$ cat src/verilog/pin_mux_consts.svh
// constants for the port pin mux and data block
// assumes byte addresses on a 32-bit classic wishbone bus
`ifndef PIN_MUX_CONSTS_SVH
`define PIN_MUX_CONSTS_SVH

// =====================================================
// register byte addresses
`define ADDR_PORTA_DATA     32'hFFFF_FC84
`define ADDR_PORTB_SELECT   32'hFFFF_FC90
`define ADDR_PORTB_DIR      32'hFFFF_FC94
`define ADDR_PORTA_DIR      32'hFFFF_FC98

// =====================================================
// reset values, power-on only
`define RST_PORTA_DATA      16'h0000
`define RST_PORTB_SELECT    16'h0000
`define RST_PORTB_DIR       16'h0000
`define RST_PORTA_DIR       16'h0000

// =====================================================
// port a data: bits 15, 14 and 3 hold no storage
`define PORTA_DATA_MASK     16'h3FF7
`define PORTA_CLK_PIN       3

// =====================================================
// port b selector field low bit positions
`define SEL_PIN0_LSB        0
`define SEL_PIN1_LSB        2
`define SEL_PIN2_LSB        4
`define SEL_PIN3_LSB        6
`define SEL_PIN4_LSB        8
`define SEL_PIN5_LSB        10

`endif

$ cat src/verilog/pin_mux_pkg.sv
// types for the port pin mux and data block
// assumes pin_mux_consts.svh supplies the numbers
package pin_mux_pkg;

   // =====================================================
   // two-bit pin function selector codes
   typedef enum logic [1:0] {
      MODE_GPIO = 2'b00,
      MODE_ALT1 = 2'b01,
      MODE_ALT2 = 2'b10,
      MODE_ALT3 = 2'b11
   } pin_mode_e;

   typedef logic [15:0] reg16_t;

endpackage

$ cat src/verilog/port_pin_mux_and_data.sv
// port a data register, port b low pin function select and
// port b direction, reached over a classic wishbone slave
// assumes pins and peripheral signals are synchronous to mclk_in
//
// Added by the designer: the Wishbone interface to the registers.
`timescale 1ns/1ps
`default_nettype none
`include "pin_mux_consts.svh"

// Operation
// - pin5 select: 00 gpio, 01 reserved, 10 serial1 rx sync, 11 uart2 rx
// - pin4 select: 00 gpio, 01 reserved, 10 serial1 rx data, 11 uart2 tx
// - pin3 select: 00 gpio, 01 reserved, 10 serial1 tx clock, 11 timer0 a
// - pin2 select: 00 gpio, 01 reserved, 10 serial1 tx sync, 11 timer0 b
// - pin1 select: 00 gpio, 01 reserved, 10 serial1 tx data, 11 timer0 c
// - pin0 select: 00 gpio, 01 wake-on-lan out, 10 reserved, 11 timer0 d
// - port b direction: 16 bits, 1 output, 0 input
// - direction bit acts only while pin is general i/o
// - port b direction cleared only by power-on reset
// - port a has 14 pins, port b 16, shared with other functions
// - port a clock output pin has no data storage bit
// - port a data bits 15, 14, 3 read zero; software writes zero
// - general output: write drives pin, read returns stored bit
// - general input: read returns pin, write only stores
// - other function: read pin if direction 0, stored bit if 1
// - port a data cleared only by power-on reset
// - port a data at 0xfffffc84, byte and halfword access
module port_pin_mux_and_data (
   // clock and power-on reset
   input  wire logic        mclk_in,
   input  wire logic        rst_n_in,
   // wishbone slave
   input  wire logic        wb_cyc_in,
   input  wire logic        wb_stb_in,
   input  wire logic        wb_we_in,
   input  wire logic [31:0] wb_adr_in,
   input  wire logic [3:0]  wb_sel_in,
   input  wire logic [31:0] wb_dat_in,
   output logic      [31:0] wb_dat_out,
   output logic             wb_ack_out,
   // port a pins
   input  wire logic [13:0] porta_pin_in,
   output logic      [13:0] porta_pin_out,
   output logic      [13:0] porta_pin_oe_out,
   // port a peripheral side
   input  wire logic [13:0] porta_func_in,
   input  wire logic [13:0] porta_periph_in,
   input  wire logic [13:0] porta_periph_oe_in,
   input  wire logic        internal_clock_out_pin_in,
   output logic      [13:0] porta_periph_out,
   // port b pins
   input  wire logic [15:0] portb_pin_in,
   output logic      [15:0] portb_pin_out,
   output logic      [15:0] portb_pin_oe_out,
   // port b general output data, stored elsewhere
   input  wire logic [15:0] portb_data_in,
   // serial unit 1
   output logic             serial1_rx_sync_out,
   output logic             serial1_rx_data_out,
   output logic             serial1_tx_clock_out,
   input  wire logic        serial1_tx_sync_in,
   input  wire logic        serial1_tx_sync_oe_in,
   output logic             serial1_tx_sync_out,
   input  wire logic        serial1_tx_data_in,
   // uart unit 2
   output logic             uart2_rx_out,
   input  wire logic        uart2_tx_in,
   // network controller
   input  wire logic        wake_on_lan_in,
   // timer unit 0 channels a..d
   input  wire logic [3:0]  timer0_chan_in,
   input  wire logic [3:0]  timer0_chan_oe_in,
   output logic      [3:0]  timer0_chan_out
);

   // =====================================================
   // functions

   // byte-lane merge for 8 and 16 bit writes
   function automatic pin_mux_pkg::reg16_t lane_merge(
      input pin_mux_pkg::reg16_t old_v,
      input logic [15:0]         new_v,
      input logic [1:0]          sel
   );
      pin_mux_pkg::reg16_t r;
      r = old_v;
      if (sel[0]) begin
         r[7:0] = new_v[7:0];
      end
      if (sel[1]) begin
         r[15:8] = new_v[15:8];
      end
      return r;
   endfunction

   // data read-back: stored bit when direction 1, pin when 0
   function automatic logic [15:0] read_mix(
      input logic [15:0] stored,
      input logic [15:0] pins,
      input logic [15:0] dir
   );
      return (stored & dir) | (pins & ~dir);
   endfunction

   // word match only: byte lanes 0 and 1 pick the byte inside the low half,
   // so 8 and 16 bit accesses to one register decode alike
   function automatic logic addr_hit(
      input logic [31:0] adr,
      input logic [31:0] base
   );
      return adr[31:2] == base[31:2];
   endfunction

   // =====================================================
   // registers
   pin_mux_pkg::reg16_t porta_data_q;
   pin_mux_pkg::reg16_t portb_sel_q;
   pin_mux_pkg::reg16_t portb_dir_q;
   pin_mux_pkg::reg16_t porta_dir_q;
   logic                ack_q;
   logic [31:0]         rdata_q;

   // bus decode
   logic        req;
   logic        wr_take;
   logic        hit_pa_data;
   logic        hit_pb_sel;
   logic        hit_pb_dir;
   logic        hit_pa_dir;
   logic [15:0] wdata;
   logic [1:0]  wsel;
   logic [15:0] rd_mux;

   // port a views widened to register bit positions
   logic [15:0] pa_pins16;
   logic [15:0] pa_dir16;

   // selector fields
   pin_mux_pkg::pin_mode_e mode0;
   pin_mux_pkg::pin_mode_e mode1;
   pin_mux_pkg::pin_mode_e mode2;
   pin_mux_pkg::pin_mode_e mode3;
   pin_mux_pkg::pin_mode_e mode4;
   pin_mux_pkg::pin_mode_e mode5;

   // =====================================================
   // wishbone decode
   assign req         = wb_cyc_in & wb_stb_in;
   assign wdata       = wb_dat_in[15:0];
   assign wsel        = wb_sel_in[1:0];
   assign hit_pa_data = addr_hit(wb_adr_in, `ADDR_PORTA_DATA);
   assign hit_pb_sel  = addr_hit(wb_adr_in, `ADDR_PORTB_SELECT);
   assign hit_pb_dir  = addr_hit(wb_adr_in, `ADDR_PORTB_DIR);
   assign hit_pa_dir  = addr_hit(wb_adr_in, `ADDR_PORTA_DIR);
   // write lands on the edge where the master sees ack
   assign wr_take     = req & wb_we_in & ack_q;

   // ack one wait state after request, dropped next cycle
   always_ff @(posedge mclk_in or negedge rst_n_in) begin
      if (!rst_n_in) begin
         ack_q <= 1'b0;
      end else begin
         ack_q <= req & ~ack_q;
      end
   end

   assign wb_ack_out = ack_q;

   // =====================================================
   // port a data storage, power-on reset only
   always_ff @(posedge mclk_in or negedge rst_n_in) begin
      if (!rst_n_in) begin
         porta_data_q <= `RST_PORTA_DATA;
      end else if (wr_take && hit_pa_data) begin
         // writes always store, whatever the pin function
         porta_data_q <= lane_merge(porta_data_q, wdata, wsel)
                         & `PORTA_DATA_MASK;
      end
   end

   // port b selector fields, all general i/o after reset
   always_ff @(posedge mclk_in or negedge rst_n_in) begin
      if (!rst_n_in) begin
         portb_sel_q <= `RST_PORTB_SELECT;
      end else if (wr_take && hit_pb_sel) begin
         portb_sel_q <= lane_merge(portb_sel_q, wdata, wsel);
      end
   end

   // port b direction
   always_ff @(posedge mclk_in or negedge rst_n_in) begin
      if (!rst_n_in) begin
         portb_dir_q <= `RST_PORTB_DIR;
      end else if (wr_take && hit_pb_dir) begin
         portb_dir_q <= lane_merge(portb_dir_q, wdata, wsel);
      end
   end

   // port a direction, bits 15, 14, 3 held at zero
   always_ff @(posedge mclk_in or negedge rst_n_in) begin
      if (!rst_n_in) begin
         porta_dir_q <= `RST_PORTA_DIR;
      end else if (wr_take && hit_pa_dir) begin
         porta_dir_q <= lane_merge(porta_dir_q, wdata, wsel)
                        & `PORTA_DATA_MASK;
      end
   end

   // =====================================================
   // port a: 14 pins map to bits 15..0 minus 15, 14
   assign pa_pins16 = {2'b00, porta_pin_in};
   assign pa_dir16  = porta_dir_q;

   // read data, unmapped addresses read zero
   always_comb begin
      rd_mux = 16'h0000;
      if (hit_pa_data) begin
         // direction picks stored bit or pin level
         rd_mux = read_mix(porta_data_q, pa_pins16, pa_dir16)
                  & `PORTA_DATA_MASK;
      end else if (hit_pb_sel) begin
         rd_mux = portb_sel_q;
      end else if (hit_pb_dir) begin
         rd_mux = portb_dir_q;
      end else if (hit_pa_dir) begin
         rd_mux = porta_dir_q;
      end
   end

   // read data sampled when the request is first seen
   always_ff @(posedge mclk_in or negedge rst_n_in) begin
      if (!rst_n_in) begin
         rdata_q <= 32'h0000_0000;
      end else if (req && !ack_q) begin
         rdata_q <= {16'h0000, rd_mux};
      end
   end

   assign wb_dat_out = rdata_q;

   // port a pin drive
   always_comb begin
      for (int i = 0; i < 14; i++) begin
         if (i == `PORTA_CLK_PIN) begin
            // no storage bit here: pin carries the clock
            porta_pin_out[i]    = internal_clock_out_pin_in;
            porta_pin_oe_out[i] = 1'b1;
         end else if (porta_func_in[i]) begin
            // peripheral owns the pin, storage does not reach it
            porta_pin_out[i]    = porta_periph_in[i];
            porta_pin_oe_out[i] = porta_periph_oe_in[i];
         end else begin
            porta_pin_out[i]    = porta_data_q[i];
            porta_pin_oe_out[i] = porta_dir_q[i];
         end
      end
   end

   // peripherals see the live pin level
   assign porta_periph_out = porta_pin_in;

   // =====================================================
   // port b selector fields
   assign mode0 = pin_mux_pkg::pin_mode_e'(portb_sel_q[`SEL_PIN0_LSB +: 2]);
   assign mode1 = pin_mux_pkg::pin_mode_e'(portb_sel_q[`SEL_PIN1_LSB +: 2]);
   assign mode2 = pin_mux_pkg::pin_mode_e'(portb_sel_q[`SEL_PIN2_LSB +: 2]);
   assign mode3 = pin_mux_pkg::pin_mode_e'(portb_sel_q[`SEL_PIN3_LSB +: 2]);
   assign mode4 = pin_mux_pkg::pin_mode_e'(portb_sel_q[`SEL_PIN4_LSB +: 2]);
   assign mode5 = pin_mux_pkg::pin_mode_e'(portb_sel_q[`SEL_PIN5_LSB +: 2]);

   // peripheral inputs read pins only while selected, else 0
   assign serial1_rx_sync_out  = (mode5 == pin_mux_pkg::MODE_ALT2)
                                 & portb_pin_in[5];
   assign uart2_rx_out         = (mode5 == pin_mux_pkg::MODE_ALT3)
                                 & portb_pin_in[5];
   assign serial1_rx_data_out  = (mode4 == pin_mux_pkg::MODE_ALT2)
                                 & portb_pin_in[4];
   assign serial1_tx_clock_out = (mode3 == pin_mux_pkg::MODE_ALT2)
                                 & portb_pin_in[3];
   assign serial1_tx_sync_out  = (mode2 == pin_mux_pkg::MODE_ALT2)
                                 & portb_pin_in[2];
   assign timer0_chan_out[0]   = (mode3 == pin_mux_pkg::MODE_ALT3)
                                 & portb_pin_in[3];
   assign timer0_chan_out[1]   = (mode2 == pin_mux_pkg::MODE_ALT3)
                                 & portb_pin_in[2];
   assign timer0_chan_out[2]   = (mode1 == pin_mux_pkg::MODE_ALT3)
                                 & portb_pin_in[1];
   assign timer0_chan_out[3]   = (mode0 == pin_mux_pkg::MODE_ALT3)
                                 & portb_pin_in[0];

   // port b pin drive; reserved codes leave the pin undriven
   always_comb begin
      // pins 6..15 have no selector here: general i/o
      portb_pin_out    = portb_data_in;
      portb_pin_oe_out = portb_dir_q;
      // pin 5: inputs only in both peripheral modes
      if (mode5 != pin_mux_pkg::MODE_GPIO) begin
         portb_pin_oe_out[5] = 1'b0;
      end
      // pin 4
      unique case (mode4)
         pin_mux_pkg::MODE_GPIO: begin
         end
         pin_mux_pkg::MODE_ALT3: begin
            portb_pin_out[4]    = uart2_tx_in;
            portb_pin_oe_out[4] = 1'b1;
         end
         default: begin
            portb_pin_oe_out[4] = 1'b0;
         end
      endcase
      // pin 3
      unique case (mode3)
         pin_mux_pkg::MODE_GPIO: begin
         end
         pin_mux_pkg::MODE_ALT3: begin
            portb_pin_out[3]    = timer0_chan_in[0];
            portb_pin_oe_out[3] = timer0_chan_oe_in[0];
         end
         default: begin
            portb_pin_oe_out[3] = 1'b0;
         end
      endcase
      // pin 2: both peripheral modes are two-way
      unique case (mode2)
         pin_mux_pkg::MODE_GPIO: begin
         end
         pin_mux_pkg::MODE_ALT2: begin
            portb_pin_out[2]    = serial1_tx_sync_in;
            portb_pin_oe_out[2] = serial1_tx_sync_oe_in;
         end
         pin_mux_pkg::MODE_ALT3: begin
            portb_pin_out[2]    = timer0_chan_in[1];
            portb_pin_oe_out[2] = timer0_chan_oe_in[1];
         end
         default: begin
            portb_pin_oe_out[2] = 1'b0;
         end
      endcase
      // pin 1
      unique case (mode1)
         pin_mux_pkg::MODE_GPIO: begin
         end
         pin_mux_pkg::MODE_ALT2: begin
            portb_pin_out[1]    = serial1_tx_data_in;
            portb_pin_oe_out[1] = 1'b1;
         end
         pin_mux_pkg::MODE_ALT3: begin
            portb_pin_out[1]    = timer0_chan_in[2];
            portb_pin_oe_out[1] = timer0_chan_oe_in[2];
         end
         default: begin
            portb_pin_oe_out[1] = 1'b0;
         end
      endcase
      // pin 0: wake-on-lan sits on code 01 here
      unique case (mode0)
         pin_mux_pkg::MODE_GPIO: begin
         end
         pin_mux_pkg::MODE_ALT1: begin
            portb_pin_out[0]    = wake_on_lan_in;
            portb_pin_oe_out[0] = 1'b1;
         end
         pin_mux_pkg::MODE_ALT3: begin
            portb_pin_out[0]    = timer0_chan_in[3];
            portb_pin_oe_out[0] = timer0_chan_oe_in[3];
         end
         default: begin
            portb_pin_oe_out[0] = 1'b0;
         end
      endcase
   end

endmodule
`default_nettype wire

$ cat config.mk
export PLATFORM = sky130hd
export DESIGN_NAME = port_pin_mux_and_data
export DESIGN_NICKNAME = d
export VERILOG_FILES = /design/src/verilog/pin_mux_pkg.sv /design/src/verilog/port_pin_mux_and_data.sv
export VERILOG_INCLUDE_DIRS = /design/src /design/src/verilog
export SDC_FILE = /design/constraint.sdc
export NUM_CORES = 1
export LEC_CHECK = 0
export BUFFER_PORTS_ARGS = -buffer_cell sky130_fd_sc_hd__buf_2
export CAP_MARGIN = 20
export CELL_PAD_IN_SITES_DETAIL_PLACEMENT = 0
export CELL_PAD_IN_SITES_GLOBAL_PLACEMENT = 1
export CORE_MARGIN = 5
export CORE_UTILIZATION = 33
export DETAILED_ROUTE_END_ITERATION = 8
export HOLD_SLACK_MARGIN = 0.03
export PLACE_DENSITY_LB_ADDON = 0.25
export SLEW_MARGIN = 5
export SYNTH_ARGS = -nofsm -noshare
export SYNTH_HDL_FRONTEND = slang
export SYNTH_SLANG_ARGS = --single-unit
$ cat constraint.sdc
create_clock -name mclk_in -period 3.4 [get_ports mclk_in]
set_clock_uncertainty 0.05 [all_clocks]
set_input_delay 0.68 -clock mclk_in [delete_from_list [all_inputs] [get_ports mclk_in]]
set_output_delay 0.68 -clock mclk_in [all_outputs]
set_load 0.02 [all_outputs]
Word level (Yosys, flattened, before mapping) --
Cells that the tools add are included.
Storage, ports and cells: input bits 175, logic and storage cells 105, register bits after elaboration 75
Cells by class: multiplexer cells 41, bitwise logic cells 18, reduce and logical (&&, ||, !) cells 20, equality and inequality tests 16
Operators by type and width (count):
- 30-bit equality test, second input constant | 4
- 16-bit 2-to-1 mux | 3
- 1-bit 2-to-1 mux | 29
- 14-bit bitwise AND | 2
- 2-bit equality test, second input constant | 11
- 2-bit AND reduction | 8
- 14-bit 2-to-1 mux | 1
- 14-bit NOT | 1
- 14-bit OR | 1
- 1-bit bitwise AND | 13
- 2-bit zero test | 5
- 1-bit case mux with 2 select lines | 5
- 1-bit case mux with 3 select lines | 3
- 1-bit logical AND | 5
- 2-bit by 1-bit equality test with 1-bit output, second input constant | 1
- 2-bit nonzero test | 1
- 1-bit zero test | 1
- 1-bit NOT | 1

Longest topological paths before layout --
word-level depth 5, mapped depth 7, depth with buffers taken out 5

Worst setup path before layout --
No wires, ideal clock.
kind input -> register, start input wb_cyc_in, end register porta_dir_q[10] (netlist: pa_dir16[10]), slack 1.292 ns, arrival 1.933 ns, stages on the path 4, required time 3.225 ns, setup time 0.125 ns, cells stage by stage nand2_1 nor2_2 nand4_1 mux2_2
Between the ends: longest elaborated chain between the ends 5
Ends and longest elaborated chain:
- start: declaration | line port_pin_mux_and_data.sv:33 | input wire logic wb_cyc_in,
- 1-bit bitwise AND | line port_pin_mux_and_data.sv:148 | assign req = wb_cyc_in & wb_stb_in;
- 1-bit bitwise AND (2 in series) | line port_pin_mux_and_data.sv:156 | assign wr_take = req & wb_we_in & ack_q;
- 1-bit logical AND | line port_pin_mux_and_data.sv:203 | end else if (wr_take && hit_pa_dir) begin
- 2-bit AND reduction (no source line)
- end signal: assignment | line port_pin_mux_and_data.sv:202 | porta_dir_q <= `RST_PORTA_DIR;
- end signal: assignment | line port_pin_mux_and_data.sv:204 | porta_dir_q <= lane_merge(porta_dir_q, wdata, wsel)
- end: declaration | line port_pin_mux_and_data.sv:119 | pin_mux_pkg::reg16_t porta_dir_q;
Every way passes these cells. A chain may end at the register's enable or synchronous reset.

Worst setup path after layout --
start register portb_sel_q[4], end output portb_pin_oe_out[2]
Between the ends: longest elaborated chain between the ends 2, elaborated cells on any way between the ends 4
Ends and longest elaborated chain:
- start: declaration | line port_pin_mux_and_data.sv:117 | pin_mux_pkg::reg16_t portb_sel_q;
- start signal: assignment | line port_pin_mux_and_data.sv:184 | portb_sel_q <= `RST_PORTB_SELECT;
- start signal: assignment | line port_pin_mux_and_data.sv:186 | portb_sel_q <= lane_merge(portb_sel_q, wdata, wsel);
- 2-bit equality test / 2-bit zero test (equally long branches) | line port_pin_mux_and_data.sv:325 | unique case (mode2)
- 1-bit case mux with 3 select lines (*) | line port_pin_mux_and_data.sv:325
- end: declaration | line port_pin_mux_and_data.sv:54 | output logic [15:0] portb_pin_oe_out,
Every way passes the cells marked *; elsewhere a longest branch is shown, timed or not.

==> impl_results.md <==
- Status: completed
- Worst Path Max Fanout: 7
- Synthesized flop and latch total: 75
- Final period util: 67.0%
- DRT Wirelength: 14.0 mm
- Switching share of power: 25.6%
- Synth top area share: 40.6%
- Post-synthesis sequential area ratio: 40.6%
- Pwr/cell area: about 350 nW/µm²
- Req. time, crit path: 2.67 ns
- Die X: 128 µm
- Cell-internal power: 1.54 mW
- Initial Utilization: 33.4%
- Slew Viols, Final: 0
- Final setup violation count: 0
- Slew HR: a little under three fifths
- Crit end category: output port
- H-tree Lvls: 3
- GR Overflow Total: 0
- CTS tree: built
- Place WS: 0.767 ns
- Fmax: about 440 MHz
- TritonCTS Buffers: 9
- Switching power: 0.529 mW
- Hold WS: 0.182 ns
- Worst path bufs/invs: 1
- Vias in the first global route: just under 4000
- IO Pins: 291
- First drt pass iteration count: 4
- Die H: ~130 µm
- Kind of critical path: flip-flop to output port
- Nets: 800
- Core area: 13800 µm²
- Clk slew on worst S/H paths: roughly 0.060 ns
- Worst-Skew Late Latency: 0.34 ns
- Area Growth Syn to Fin: 27.1%
- Worst setup SP type: flip-flop
- P_leak: between 3 and 4 nW
- Largest net degree at the start of global routing: 76
- Number of max-cap violations: 0
- RSZ-0062 raised after global routing: no
- Seq pwr share: between 40 and 50%
- Total clock sinks: 75
- Yosys warnings: 0
- Post-synth top area cell: dfrtp_1
- PortBufs: 214
- Rows: 43
- Vias/cell: 4.82
- Syn Inst Count: between 400 and 500
- Count leader, synth: mux2_2
- Initial antenna violation count: 1
- Worst vdd ir: about 0.00019 V
- Main flop type after synthesis: dfrtp_1
- Synth Area per Inst: 10.6 µm²
- Ys async rst share: 100%
- WL per Instance: roughly 17 µm
- Final Critical Period: 2.28 ns
- Endpoints failing hold: 0
- CP Cell Sequence: mux2_2, a22o_1, buf_2
- CP arrival: about 1.6 ns
- CP max-delay cell: dfrtp_1
- Setup TNS: 0 ns
- Mapped cell area: about 4600 µm²
- Worst Slack Setup Final: 1.12 ns
- Setup Buffers After CTS: 0
- Tot Pwr: 2.07 mW
- Number of flops mapped to enable cells by yosys: 0
- Die Area: between 15000 and 20000 µm²
- Clk buf depth: 2
- Vias: 3880
- List of most frequent post-synthesis cells: mux2_2, dfrtp_1, buf_4
- HP Class: input pin to async pin
- Root Driver: clkbuf_16
- Least-Margin Pin Slew: around 0.64 ns
- # DRC: 0
- 1st-iter DRT viols: 171
- Leading post-synthesis cells by cell area: dfrtp_1, mux2_2, buf_4, nand2_1, mux2i_1
- First-pass GRT wire length: 21.0 mm
- Design Area, Final: 5880 µm²
- Share of layout cells above drive strength 1: 53.5%
- Post-DP Area: 5580 µm²
- Total GRT Usage: 16.7%
- Hold buffer count at CTS: 0
- RD Place Congestion: 0.748
- Post-DRT Antenna Nets: 0
- Clock power share: approximately 43%
- Library cells used by synthesis: 42
- Combinational share of power: 13.5%
- HPWL after DPL: 10.6 mm
- Top Family by Delay on Critical Path: flip-flops
- CTS resizes: 0
- Crit-path max cell delay: 0.47 ns
==> path summary, 6_finish.rpt <==
| kind | from | to | slack, ns | cells after the start |
|---|---|---|---|---|
| min in group mclk_in | wb_dat_out[0] | wb_dat_out[0] | 0.43 | 2 |
| min | rst_n_in | porta_data_q[9] | 0.18 | 1 |
| max reg2reg | wb_ack_out | wb_dat_out[10] | 1.60 | 4 |
| max | portb_sel_q[4] | portb_pin_oe_out[2] | 1.12 | 3 |
| max in group asynchronous | rst_n_in | wb_dat_out[2] | 2.55 | 2 |
| min reg2reg | wb_dat_out[0] | wb_dat_out[0] | 0.43 | 2 |
==> flip-flops by register name, summed over array words and instances, names as in the netlist <==
name and flops:
wb_ack_out 1, wb_dat_out 16, pa_dir16 13, portb_dir_q 16
portb_sel_q 16, porta_data_q 13
==> cell usage in the layout (no fill, tap or decap), drive strengths merged, types with 3 or more instances in the layout <==
cell	n
a21oi	17
a22o	4
a22oi	8
and2	3
and3	5
buf	222
clkbuf	14
conb	17
dfrtp	75
ha	6
inv	10
mux2	87
mux2i	15
nand2	51
nand2b	7
nand4	11
nor2	24
nor3b	3
o21ai	17
o31ai	8
==> cell type report <==
class	count	area [µm²]
Fill cell	1361	7950
Multi-Input combinational cell	301	2310
Sequential cell	75	1880
Timing Repair Buffer	222	1150
Clock buffer	14	264
Tap cell	180	225
Inverter	10	37.5
Clock inverter	2	10.0
Antenna cell	1	2.50
==> worst register-to-register path, cell delays in order, from the launching register on <==
cell and delay (ns):
dfrtp_1 0.38, or2_2 0.51, inv_1 0.14, nand2_1 0.34, o21ai_0 0.29
==> metrics by stage <==
step                cells  util, %
floorplan             452        -
global placement      787     40.3
detailed placement    787     40.3
finish                805     42.5
global route          805     42.5
CTS                   803     42.3
==> per-layer routing <==
layer / global-route usage (%) / part of all wire, % / up-vias / routed length (µm)
met5: 0 / 0 / - / 0
met4: 7.55 / 2.6 / 0 / 365
met3: 3.86 / 7.8 / 29 / 1090
met2: 27.9 / 48 / 169 / 6750
met1: 20.5 / 41 / 1836 / 5750
li1: - / - / 1846 / -
==> power groups by stage <==
stage          registers, mW  clock network [mW]  logic (mW)
2_1_floorplan          0.911                   0       0.172
6_report               0.894               0.894       0.280
3_3_place_gp           0.910                   0       0.275
4_1_cts                0.894               0.922       0.281
3_5_place_dp           0.910                   0       0.280
5_1_grt                0.893               0.959       0.308
==> cells by family after synthesis <==
logic type | synth area share [%]
AND/OR/NAND/NOR | 14.9
other | 0.162
flip-flops | 40.6
multiplexers | 24.4
AO/OA/AOI/OAI | 7.60
adder cells (fa/ha/maj) | 1.62
buffers and inverters | 10.7
Power figures use the tool's default switching activity.
